<file path="config.mk">
export PLATFORM = sky130hd
export DESIGN_NAME = spgc_ctrl
export DESIGN_NICKNAME = d
export VERILOG_FILES = /design/src/rtl/spgc_pkg.sv /design/src/rtl/spgc_ctrl.sv
export SDC_FILE = /design/constraint.sdc
export NUM_CORES = 1
export LEC_CHECK = 0
export BUFFER_PORTS_ARGS = -buffer_cell sky130_fd_sc_hd__buf_2
export CORE_UTILIZATION = 50
export DETAILED_ROUTE_END_ITERATION = 12
export PLACE_DENSITY_LB_ADDON = 0.25
export SYNTH_ARGS = -nofsm -noshare
export SYNTH_HDL_FRONTEND = slang
export SYNTH_SLANG_ARGS = --single-unit
</file>
<file path="constraint.sdc">
create_clock -name CLK_SYS_I -period 3.45 [get_ports CLK_SYS_I]
set_clock_uncertainty 0.15 [all_clocks]
set_input_delay 0.69 -clock CLK_SYS_I [delete_from_list [all_inputs] [get_ports CLK_SYS_I]]
set_output_delay 0.69 -clock CLK_SYS_I [all_outputs]
set_load 0.05 [all_outputs]
</file>
<file path="src/rtl/spgc_pkg.sv">
// Constants, register map and carrier types of the serializer port/GPIO control block
package spgc_pkg;
    // ------------------------------------------------------------------
    // Register offsets
    // ------------------------------------------------------------------
    localparam logic [7:0] ADDR_LINK_STAT = 8'h0C;
    localparam logic [7:0] ADDR_GPIO0     = 8'h0D;
    localparam logic [7:0] ADDR_GPIO12    = 8'h0E;
    localparam logic [7:0] ADDR_GPIO3     = 8'h0F;
    localparam logic [7:0] ADDR_RGPIO56   = 8'h10;
    localparam logic [7:0] ADDR_RGPIO78   = 8'h11;
    localparam logic [7:0] ADDR_IN_STATE  = 8'h1C;
    localparam logic [7:0] ADDR_IN8       = 8'h1D;
    localparam logic [7:0] ADDR_PORT_SEL  = 8'h1E;
    localparam logic [7:0] ADDR_INT_CTRL  = 8'hC6;
    localparam logic [7:0] ADDR_INT_STAT  = 8'hC7;
    // ------------------------------------------------------------------
    // Field positions
    // ------------------------------------------------------------------
    localparam int PSEL_P0_BIT     = 0;
    localparam int PSEL_P1_BIT     = 1;
    localparam int PSEL_ALT_EN_BIT = 7;
    localparam int INT_GLOBAL_BIT  = 0;
    localparam int INT_LINK_BIT    = 1;
    localparam int INT_REMOTE_BIT  = 5;
    localparam int LINK_DET_BIT    = 0;
    localparam int NIB_W           = 4;
    localparam int GPIO_N          = 4;
    localparam int PORT_N          = 2;
    localparam int DUP_N           = 3;
    // ------------------------------------------------------------------
    // Reset values and codes
    // ------------------------------------------------------------------
    localparam logic [7:0] RST_PORT_SEL = 8'h01;
    localparam logic [7:0] RST_GPIO_CFG = 8'h00;
    localparam logic [7:0] RST_INT_CTRL = 8'h00;
    localparam logic [7:0] RST_INT_STAT = 8'h00;
    localparam logic [3:0] GPIO_FWD     = 4'h3;
    localparam logic [3:0] GPIO_BACK    = 4'h5;
    localparam logic [3:0] GPIO_OUT_L   = 4'h1;
    localparam logic [3:0] GPIO_OUT_H   = 4'h9;
    localparam logic [3:0] GPIO_IN      = 4'h3;
    localparam logic [2:0] CC_NORMAL    = 3'h0;
    localparam logic [2:0] CC_FAST4     = 3'h3;
    localparam logic [2:0] CC_FAST2     = 3'h2;
    localparam logic [2:0] CC_FAST1     = 3'h1;
    localparam logic [3:0] MASK_4       = 4'hF;
    localparam logic [3:0] MASK_2       = 4'h3;
    localparam logic [3:0] MASK_1       = 4'h1;
    // ------------------------------------------------------------------
    // Carriers
    // ------------------------------------------------------------------
    typedef struct packed {
        logic       wr;
        logic       rd;
        logic       alt;
        logic [7:0] addr;
        logic [7:0] wdata;
    } spgc_reg_req_type;

    typedef struct packed {
        logic [3:0] out;
        logic [3:0] oe_n;
    } spgc_pins_type;
endpackage : spgc_pkg

</file>
<file path="src/rtl/spgc_ctrl.sv">
// Port steering, link status, interrupt and GPIO control of the serializer
`timescale 1ns/1ps
module spgc_ctrl (
    input  wire logic                      CLK_SYS_I,
    input  wire logic                      RST_N_I,
    input  wire spgc_pkg::spgc_reg_req_type REG_REQ_I,
    output logic                           REG_ACK_O,
    output logic [7:0]                     REG_RDATA_O,
    input  wire logic [1:0]                LINK_FAULT_I,
    input  wire logic                      TWO_LANE_I,
    input  wire logic                      REMOTE_INT_IN_N_I,
    output logic                           REMOTE_INT_MIRROR_O,
    output logic                           INTERRUPT_OUT_N_O,
    input  wire logic [3:0]                GPIO_I,
    output spgc_pkg::spgc_pins_type        GPIO_O,
    output logic [3:0]                     FWD_GPIO_O,
    input  wire logic [3:0]                D_GPIO_I,
    output spgc_pkg::spgc_pins_type        D_GPIO_O,
    output logic [3:0]                     FWD_D_GPIO_O,
    input  wire logic                      BC_FRAME_I,
    input  wire logic [3:0]                BC_GPIO_I,
    input  wire logic [3:0]                BC_D_GPIO_I,
    input  wire logic [2:0]                CC_MODE_I,
    input  wire logic [3:0]                REG_GPIO_I,
    output spgc_pkg::spgc_pins_type        REG_GPIO_O,
    input  wire logic [3:0]                AUDIO_IN_I,
    output logic [3:0]                     AUDIO_DATA_O
);
    import spgc_pkg::*;

    // ------------------------------------------------------------------
    // Helpers
    // ------------------------------------------------------------------
    function automatic logic is_dup(input logic [7:0] a);
        return (a == ADDR_GPIO0) || (a == ADDR_GPIO12) || (a == ADDR_GPIO3);
    endfunction : is_dup

    function automatic logic [1:0] dup_idx(input logic [7:0] a);
        logic [1:0] r;
        r = 2'h0;
        if (a == ADDR_GPIO12) begin
            r = 2'h1;
        end else if (a == ADDR_GPIO3) begin
            r = 2'h2;
        end
        return r;
    endfunction : dup_idx

    // Pin drive from a nibble; back code only honoured on link GPIOs
    function automatic logic [1:0] pin_drive(input logic [3:0] cfg, input logic back_ok,
                                             input logic bc_val);
        logic [1:0] r;
        r = 2'b10;
        if (cfg == GPIO_OUT_L) begin
            r = 2'b00;
        end else if (cfg == GPIO_OUT_H) begin
            r = 2'b01;
        end else if (back_ok && cfg == GPIO_BACK) begin
            r = {1'b0, bc_val};
        end
        return r;
    endfunction : pin_drive

    // ------------------------------------------------------------------
    // Register state
    // ------------------------------------------------------------------
    logic [7:0] psel_q;
    logic [7:0] int_ctrl_q;
    logic [7:0] int_stat_q;
    logic [7:0] int_stat_d;
    logic [7:0] rgpio_q [PORT_N];
    logic [7:0] gcfg_q  [PORT_N][DUP_N];
    logic [7:0] rdata_q;
    logic [1:0] link_ok_q;
    logic       rem_prev_q;
    logic       mirror_q;
    logic       int_n_q;
    logic [3:0] bc_q;
    logic [3:0] dbc_q;
    logic [3:0] gin_q;
    logic [3:0] rgin_q;
    logic [3:0] d_mask;
    logic       alt_en;
    logic       acc_ok;
    logic       wr_ok;
    logic       rd_ok;
    logic [1:0] wr_ports;
    logic       rd_port;
    logic       rem_set;
    logic       link_set;
    logic       stat_clr;

    // ------------------------------------------------------------------
    // Access steering
    // ------------------------------------------------------------------
    assign alt_en = psel_q[PSEL_ALT_EN_BIT];
    // Second address is only answered while enabled
    assign acc_ok    = (REG_REQ_I.wr || REG_REQ_I.rd) && (!REG_REQ_I.alt || alt_en);
    assign wr_ok     = acc_ok && REG_REQ_I.wr;
    assign rd_ok     = acc_ok && REG_REQ_I.rd && !REG_REQ_I.wr;
    assign REG_ACK_O = acc_ok;

    always_comb begin
        if (alt_en) begin
            wr_ports = REG_REQ_I.alt ? 2'b10 : 2'b01;
            rd_port  = REG_REQ_I.alt;
        end else begin
            wr_ports = {psel_q[PSEL_P1_BIT], psel_q[PSEL_P0_BIT]};
            rd_port  = psel_q[PSEL_P1_BIT];
        end
    end

    // ------------------------------------------------------------------
    // Common registers
    // ------------------------------------------------------------------
    always_ff @(posedge CLK_SYS_I) begin
        if (!RST_N_I) begin
            psel_q     <= RST_PORT_SEL;
            int_ctrl_q <= RST_INT_CTRL;
            rgpio_q[0] <= RST_GPIO_CFG;
            rgpio_q[1] <= RST_GPIO_CFG;
        end else if (wr_ok) begin
            // Reached whatever the selects hold
            unique case (REG_REQ_I.addr)
                ADDR_PORT_SEL: psel_q     <= REG_REQ_I.wdata;
                ADDR_INT_CTRL: int_ctrl_q <= REG_REQ_I.wdata;
                ADDR_RGPIO56:  rgpio_q[0] <= REG_REQ_I.wdata;
                ADDR_RGPIO78:  rgpio_q[1] <= REG_REQ_I.wdata;
                default: ;
            endcase
        end
    end

    // ------------------------------------------------------------------
    // Duplicated per-port GPIO configuration
    // ------------------------------------------------------------------
    always_ff @(posedge CLK_SYS_I) begin
        if (!RST_N_I) begin
            for (int p = 0; p < PORT_N; p++) begin
                for (int i = 0; i < DUP_N; i++) begin
                    gcfg_q[p][i] <= RST_GPIO_CFG;
                end
            end
        end else if (wr_ok && is_dup(REG_REQ_I.addr)) begin
            for (int p = 0; p < PORT_N; p++) begin
                if (wr_ports[p]) begin
                    gcfg_q[p][dup_idx(REG_REQ_I.addr)] <= REG_REQ_I.wdata;
                end
            end
        end
    end

    // ------------------------------------------------------------------
    // Read path
    // ------------------------------------------------------------------
    always_ff @(posedge CLK_SYS_I) begin
        if (!RST_N_I) begin
            rdata_q <= 8'h00;
        end else if (rd_ok) begin
            if (is_dup(REG_REQ_I.addr)) begin
                rdata_q <= gcfg_q[rd_port][dup_idx(REG_REQ_I.addr)];
            end else begin
                unique case (REG_REQ_I.addr)
                    ADDR_LINK_STAT: rdata_q <= {7'h00, link_ok_q[rd_port]};
                    ADDR_RGPIO56:   rdata_q <= rgpio_q[0];
                    ADDR_RGPIO78:   rdata_q <= rgpio_q[1];
                    ADDR_IN_STATE:  rdata_q <= {rgin_q[2:0], 1'b0, gin_q};
                    ADDR_IN8:       rdata_q <= {7'h00, rgin_q[3]};
                    ADDR_PORT_SEL:  rdata_q <= psel_q;
                    ADDR_INT_CTRL:  rdata_q <= int_ctrl_q;
                    ADDR_INT_STAT:  rdata_q <= int_stat_q;
                    default:        rdata_q <= 8'h00;
                endcase
            end
        end
    end
    assign REG_RDATA_O = rdata_q;

    // ------------------------------------------------------------------
    // Link detect
    // ------------------------------------------------------------------
    // Fault kind is not decoded; one bit per port
    always_ff @(posedge CLK_SYS_I) begin
        if (!RST_N_I) begin
            link_ok_q <= 2'b00;
        end else begin
            link_ok_q <= ~LINK_FAULT_I;
        end
    end

    // ------------------------------------------------------------------
    // Interrupts
    // ------------------------------------------------------------------
    assign rem_set  = rem_prev_q && !REMOTE_INT_IN_N_I
                      && int_ctrl_q[INT_GLOBAL_BIT] && int_ctrl_q[INT_REMOTE_BIT];
    assign link_set = link_ok_q[0] && LINK_FAULT_I[0]
                      && int_ctrl_q[INT_GLOBAL_BIT] && int_ctrl_q[INT_LINK_BIT];
    assign stat_clr = rd_ok && (REG_REQ_I.addr == ADDR_INT_STAT);

    // New events win over the clearing read
    always_comb begin
        int_stat_d = stat_clr ? RST_INT_STAT : int_stat_q;
        if (rem_set) begin
            int_stat_d[INT_REMOTE_BIT] = 1'b1;
            int_stat_d[INT_GLOBAL_BIT] = 1'b1;
        end
        if (link_set) begin
            int_stat_d[INT_LINK_BIT]   = 1'b1;
            int_stat_d[INT_GLOBAL_BIT] = 1'b1;
        end
    end

    always_ff @(posedge CLK_SYS_I) begin
        if (!RST_N_I) begin
            int_stat_q <= RST_INT_STAT;
            int_n_q    <= 1'b1;
            rem_prev_q <= 1'b1;
        end else begin
            int_stat_q <= int_stat_d;
            int_n_q    <= !int_stat_d[INT_GLOBAL_BIT];
            rem_prev_q <= REMOTE_INT_IN_N_I;
        end
    end
    assign INTERRUPT_OUT_N_O = int_n_q;

    // No clear needed: level copy, held high while port 0 link is not detected
    always_ff @(posedge CLK_SYS_I) begin
        if (!RST_N_I) begin
            mirror_q <= 1'b1;
        end else begin
            mirror_q <= link_ok_q[0] ? REMOTE_INT_IN_N_I : 1'b1;
        end
    end
    assign REMOTE_INT_MIRROR_O = mirror_q;

    // ------------------------------------------------------------------
    // Back-channel GPIO capture
    // ------------------------------------------------------------------
    always_comb begin
        unique case (CC_MODE_I)
            CC_NORMAL: d_mask = MASK_4;
            CC_FAST4:  d_mask = MASK_4;
            CC_FAST2:  d_mask = MASK_2;
            CC_FAST1:  d_mask = MASK_1;
            default:   d_mask = MASK_4;
        endcase
    end

    // Frame rate is set remotely; capture is per frame, secondary bits masked by the rate mode
    always_ff @(posedge CLK_SYS_I) begin
        if (!RST_N_I) begin
            bc_q  <= 4'h0;
            dbc_q <= 4'h0;
        end else if (BC_FRAME_I) begin
            bc_q <= BC_GPIO_I;
            if (TWO_LANE_I) begin
                dbc_q <= (BC_D_GPIO_I & d_mask) | (dbc_q & ~d_mask);
            end
        end
    end

    // ------------------------------------------------------------------
    // Pin drive
    // ------------------------------------------------------------------
    logic [3:0] pcfg [PORT_N][GPIO_N];
    logic [3:0] rcfg [GPIO_N];
    always_comb begin
        for (int p = 0; p < PORT_N; p++) begin
            pcfg[p][0] = gcfg_q[p][0][3:0];
            pcfg[p][1] = gcfg_q[p][1][3:0];
            pcfg[p][2] = gcfg_q[p][1][7:4];
            pcfg[p][3] = gcfg_q[p][2][3:0];
        end
        for (int i = 0; i < GPIO_N; i++) begin
            rcfg[i] = rgpio_q[i / 2][(i % 2) * NIB_W +: NIB_W];
        end
    end

    always_ff @(posedge CLK_SYS_I) begin
        if (!RST_N_I) begin
            GPIO_O       <= '{out: 4'h0, oe_n: 4'hF};
            D_GPIO_O     <= '{out: 4'h0, oe_n: 4'hF};
            REG_GPIO_O   <= '{out: 4'h0, oe_n: 4'hF};
            FWD_GPIO_O   <= 4'h0;
            FWD_D_GPIO_O <= 4'h0;
            AUDIO_DATA_O <= 4'h0;
            gin_q        <= 4'h0;
            rgin_q       <= 4'h0;
        end else begin
            gin_q  <= GPIO_I;
            rgin_q <= REG_GPIO_I;
            for (int i = 0; i < GPIO_N; i++) begin
                {GPIO_O.oe_n[i], GPIO_O.out[i]}
                    <= pin_drive(pcfg[0][i], 1'b1, bc_q[i]);
                {D_GPIO_O.oe_n[i], D_GPIO_O.out[i]} <= TWO_LANE_I
                    ? pin_drive(pcfg[1][i], 1'b1, dbc_q[i]) : 2'b10;
                {REG_GPIO_O.oe_n[i], REG_GPIO_O.out[i]}
                    <= pin_drive(rcfg[i], 1'b0, 1'b0);
                FWD_GPIO_O[i]   <= (pcfg[0][i] == GPIO_FWD) && GPIO_I[i];
                FWD_D_GPIO_O[i] <= TWO_LANE_I && (pcfg[1][i] == GPIO_FWD)
                                   && D_GPIO_I[i];
                // GPIO mode takes the shared pin from the audio path
                AUDIO_DATA_O[i] <= (rcfg[i] == GPIO_OUT_L || rcfg[i] == GPIO_OUT_H
                                    || rcfg[i] == GPIO_IN) ? 1'b0 : AUDIO_IN_I[i];
            end
        end
    end
endmodule : spgc_ctrl

</file>
* After elaboration in Yosys (flattened, before gate mapping)
Memory sizes are Yosys's and may differ from the RTL's.
Index checks and enable logic that the tools add are counted.
** Storage, ports and cells
- Word-level logic and storage cells :: 354
- Bits of input ports :: 53
- Bits in writable memories :: 64
- Bits in latches :: 0
- Memory bits (read-only) :: 0
- Output and inout bits :: 47
- Memories :: 2
- Register bits after elaboration :: 84
** Operators by class
- Equal/unequal tests :: 57
- Add/subtract/negate cells :: 0
- Shift operators :: 0
- Multipliers :: 0
- Magnitude comparators :: 6
- Multiplexer cells :: 129
- Div/mod/pow operators :: 0
- Reduce and logical (&&, ||, !) cells :: 65
- Bitwise gates (word level) :: 60
** Memory list
- gcfg_q :: words 2, bits a word 24, rd ports 3, clocked after Yosys merged registers in 0, write ports 2, RTL line spgc_ctrl.sv:72 : logic [7:0] gcfg_q [PORT_N][DUP_N];
- rgpio_q :: words 2, bits a word 8, rd ports 2, clocked after Yosys merged registers in 0, write ports 2, RTL line spgc_ctrl.sv:71 : logic [7:0] rgpio_q [PORT_N];
** Operators by type and width (number)
- 2-bit 2-to-1 mux :: 46
- 1-bit 2-to-1 mux :: 68
- 8-bit case mux with 8 select lines :: 1
- 8-bit 2-to-1 mux :: 7
- 1-bit OR :: 50
- 4-bit by 1-bit == test with 1-bit output, second input constant :: 12
- 4-bit by 2-bit == test with 1-bit output, second input constant :: 12
- 4-bit == test, second input constant :: 12
- 24-bit 2-to-1 mux :: 2
- 8-bit by 5-bit == test with 1-bit output, second input constant :: 5
- 8-bit demux with 2-bit select :: 2
- 4-bit by 3-bit == test with 1-bit output, second input constant :: 8
- 8-bit by 4-bit == test with 1-bit output, second input constant :: 4
- 1-bit logical AND :: 26
- 2-bit OR reduction :: 12
- 8-bit binary-select mux with 2-bit select :: 1
- 8-bit == test, second input constant :: 2
- 1-bit logical OR :: 12
- 3-bit OR reduction :: 4
- 2-bit AND reduction :: 5
- 3-bit greater-or-equal comparator, second input constant :: 3
- 2-bit inverter with 3-bit output :: 3
- 4-bit bitwise AND :: 2
- 4-bit case mux with 2 select lines :: 1
- 11 further kinds :: 17

* Depth between registers and ports, before layout
- Depth in word-level cells :: 14
- Mapped depth :: 8

* Least setup slack after synthesis
No wires, ideal clock.
- Path kind :: input -> register
- Start :: input REG_REQ_I[13] (netlist name)
- End :: memory rgpio_q[0][0] (enable)
- Arrival :: 2401 ps
- Path slack :: 513 ps
- Setup time :: 387 ps
- Path buffers :: 1
- Required time :: 2913 ps
- Stages :: 5
- Cells stage by stage :: or4b_4 buf_6 nor3_4 nand2_1 o31ai_1
** RTL lines
- start, declared :: RTL line spgc_ctrl.sv:6 : input wire spgc_pkg::spgc_reg_req_type REG_REQ_I,
- end, declared :: RTL line spgc_ctrl.sv:71

* Final worst setup path
- Start :: input REG_REQ_I[8] (netlist name)
- End :: register int_ctrl_q[7]
** On the way
- Longest elaborated chain between the ends :: 2
** Ends and longest elaborated chain
- 8-bit == test :: RTL line spgc_ctrl.sv:124 : unique case (REG_REQ_I.addr)
- 2-bit AND reduction (no source line)
- end signal, assigned :: RTL line spgc_ctrl.sv:126 : ADDR_INT_CTRL: int_ctrl_q <= REG_REQ_I.wdata;
- end, declared :: RTL line spgc_ctrl.sv:68 : logic [7:0] int_ctrl_q;
No other way between the ends.
A chain may end at the register's enable or synchronous reset.

==> qor.csv <==
stage;metric;value;unit
synthesis;syn_area_per_cell;10.76;sq um
worst_setup_path;crit_end;int_ctrl_q[7];
power_and_ir_drop;ir_drop;0.0003606;V
worst_setup_path;cp-end-kind;register;
drt;drc;0;
worst_setup_path;cp_slowest_cell;nor4_1;
global_routing;grt_pass1_wl;25530;um
floorplanning;dieArea;0.01307;sq mm
global_routing;grt_max_degree;46;
cells_and_area;seq_area;0.003603;sq mm
synthesis;ys_ff_latch;148;
timing;rsz0062_at_grt;no;
place;hpwlAfterDp;11660;um
synthesis;syn-num-nets;639;
run_status;status;complete, no violations;
cells_and_area;areaGrowthSynthToFinish;20.23;%
worst_setup_path;crit_fanout;28;
floorplanning;rows;40;
global_routing;antenna_found_initial;0;
clock_network;cts-hold-fix-buffers;0;
place;gp_congestion;0.9082;
global_routing;grt_overflow;0;
power_and_ir_drop;leakagePower;3.012;nW
power_and_ir_drop;power.total;4.104;mW
worst_setup_path;rr_startpoint;psel_q[7];
worst_setup_path;worstRegToRegCells;5;
synthesis;synthTopCellsByArea;edfxtp_1 30%, dfxtp_1 27%, and2_1 6.6%, nand2_1 4.2%, mux2i_1 4.1%;
timing;fin_setup_tns;0;ns
global_routing;grt.total_usage;26.87;%
worst_setup_path;arrival;2.67;ns
worst_setup_path;crit_path_max_incr_delay;0.60;ns
place;placed_area;0.006952;sq mm
worst_setup_path;crit_type;in -> reg;
synthesis;syn_inst;586;
worst_setup_path;critical_path.cell_chain;buf_2 > nand2b_1 > nor4_1 > nand2_1 > mux2i_1 > nor2_1;
floorplanning;ios;100;
clock_network;postCtsSetupBuffers;0;
floorplanning;initial_core_util;51.86;%
drt;first_iter_violations;526;
clock_network;postCtsResizedCells;0;
clock_network;root_buffer;clkbuf_16;
clock_network;htree_levels;4;
timing;slew_headroom;53.44;%
floorplanning;die_x;114.3;um
cells_and_area;final_layout_size_suffix_gt1_share;23.61;%
drt;totalWireLength;16250;um
drt;dr.pass1.iters;5;
worst_setup_path;ff2ff_setup_slack;1.07;ns
place;io_buffer_count;99;
cells_and_area;n_antenna_cell;0;
timing;holdWs;0.2684;ns
run;maxCapViolCount;0;
worst_setup_path;cp-startpoint;REG_REQ_I[8];
clock_network;clock_latency;0.43;ns
timing;hold_viol;0;
drt;routedWlPerCell;18.74;um
synthesis;yosysTopAreaCell;edfxtp_1;
timing;min_period;2.516;ns
global_routing;first_global_vias;4737;
cells_and_area;nFillCells;998;
floorplanning;die_y;114.3;um
timing;fmax;397.4;MHz
synthesis;synth-seq-area-share;57.13;%
cells_and_area;fin_area;0.007584;sq mm
clock_network;numCtsBuffers;17;
drt;antenna_left;0;
floorplanning;core-area;0.01216;sq mm
synthesis;async_reset_ff_share;0;%
drt;num_vias;4854;
drt;viasPerCell;5.599;
worst_setup_path;reg2reg_to;gcfg_q[1][2];
clock_network;clk_path_buf_depth;2;
worst_setup_path;critPathRequiredTime;3.60;ns
synthesis;mappedNetlistArea;0.006307;sq mm
timing;tightest_slew;0.6911;ns
synthesis;synth_top_area_share;30.47;%
min_path;hold_class;in -> reg;
synthesis;synth-main-ff-cell;dfxtp_1;
timing;timing.final.crit_share;72.94;%
clock_network;cts.sinks;148;
synthesis;yosysUniqueCellTypes;58;
synthesis;yosys_warnings;0;
power_and_ir_drop;powerDensity;541.2;mW/mm^2
clock_network;cts_tree;built;
synthesis;synth-edff-count;64;
clock_network;clk_pin_slew;0.06;ns
cells_and_area;nets;739;
timing;slew_viol_final;0;
worst_setup_path;cp-start-kind;input pin;
cells_and_area;multi_input_area;0.002541;sq mm
timing;setup_viol;0;
## kinds of logic after synthesis
group | after synthesis | synth area share (%)
buffers and inverters | 34 | 2.579
AND/OR/NAND/NOR | 270 | 23.53
multiplexers | 40 | 6.626
flip-flops | 148 | 57.13
XOR/XNOR | 1 | 0.1389
AO/OA/AOI/OAI | 93 | 9.998
## flip-flops by register name, indices dropped and copies added (netlist names), named ones only
name / count
FWD_GPIO_O: 4
gcfg_q: 48
dbc_q: 1
link_ok_q: 2
REG_RDATA_O: 8
psel_q: 8
int_ctrl_q: 8
AUDIO_DATA_O: 4
INTERRUPT_OUT_N_O: 1
bc_q: 4
rem_prev_q: 1
REG_GPIO_O: 8
gin_q: 4
FWD_D_GPIO_O: 4
int_stat_q: 3
D_GPIO_O: 8
GPIO_O: 8
rgin_q: 4
rgpio_q: 16
REMOTE_INT_MIRROR_O: 1
## critical path, delay by kind of cell
| kind | cells | cell delay [ns] |
|---|---|---|
| buffers and inverters | 1 | 0.25 |
| muxes | 1 | 0.28 |
| and+or+nand+nor | 4 | 1.44 |
## per-stage QoR
step                      util [%]  setup WS (ns)  instances
after CTS                    62.36          1.040        867
after global placement       57.16         0.6860        835
after global routing         62.36         0.8113        867
after detailed placement     57.16         0.6087        835
final                        62.36         0.9336        867
after floorplan                  -         0.5129        586
## synth_stat cells, types with 4 or more instances
master,number
nand2_1,70
nand3b_1,11
nor3_1,13
mux2i_1,26
a221oi_1,5
o221ai_1,4
nor2b_1,6
a31oi_1,10
o22ai_1,4
nor4_1,6
a211o_1,4
nand3_1,11
a21oi_1,23
a22oi_1,5
clkbuf_1,17
buf_2,4
inv_1,5
dfxtp_1,84
mux2_2,14
o21ai_0,12
a21o_1,6
nor2_1,48
and2_1,67
buf_4,4
nor3_2,4
edfxtp_1,64
and4_1,4
nand2b_1,12
## cells in the final DEF (no fill, tap or decap), types with 5 or more instances in the layout
cell and instances:
a21o_1 6, a21oi_1 23, a221oi_1 5, a22oi_1 5, a31oi_1 10, and2_1 67, buf_2 99, buf_4 11
clkbuf_16 20, dfxtp_1 84, edfxtp_1 64, inv_1 5, mux2_2 14, mux2i_1 26, nand2_1 70, nand2b_1 12
nand3_1 11, nand3b_1 11, nor2_1 48, nor2b_1 6, nor3_1 13, nor4_1 6, o21ai_0 12
## routing by layer
layer / share of wire, % / global-route usage [%] / routed length (um)
met4: 2.8 / 12.21 / 448
met1: 43 / 36.55 / 7055
met2: 44 / 40.20 / 7176
met5: 0 / 0 / 0
met3: 9.7 / 7.200 / 1571
## layout make-up
class                      count  share of cell area [%]
sequential                   148                   47.52
multi-input combinational    404                   33.51
timing repair buffer         110                   7.623
clock buffer                  26                   7.177
tap                          168                   2.772
clock inverter                 6                   1.155
inverter                       5                  0.2475
## power breakdown
part           total [mW]  switching [mW]  internal (mW)  leakage [nW]
combinational       0.266           0.184         0.0818          1.37
sequential           1.92          0.0389           1.88          1.33
clock                1.92           0.683           1.24         0.313
total                4.10           0.906           3.20          3.01
## worst min path at each step
stage | start | to | slack [ns] | cells after the start
after floorplan | link_ok_q[0] | REMOTE_INT_MIRROR_O | 0.25 | 1
after global placement | link_ok_q[0] | REMOTE_INT_MIRROR_O | 0.28 | 1
after detailed placement | link_ok_q[0] | REMOTE_INT_MIRROR_O | 0.29 | 1
after CTS | LINK_FAULT_I[1] | link_ok_q[1] | 0.25 | 2
after global routing | LINK_FAULT_I[1] | link_ok_q[1] | 0.26 | 2
final | LINK_FAULT_I[1] | link_ok_q[1] | 0.27 | 2
Power figures use the tool's default switching activity.
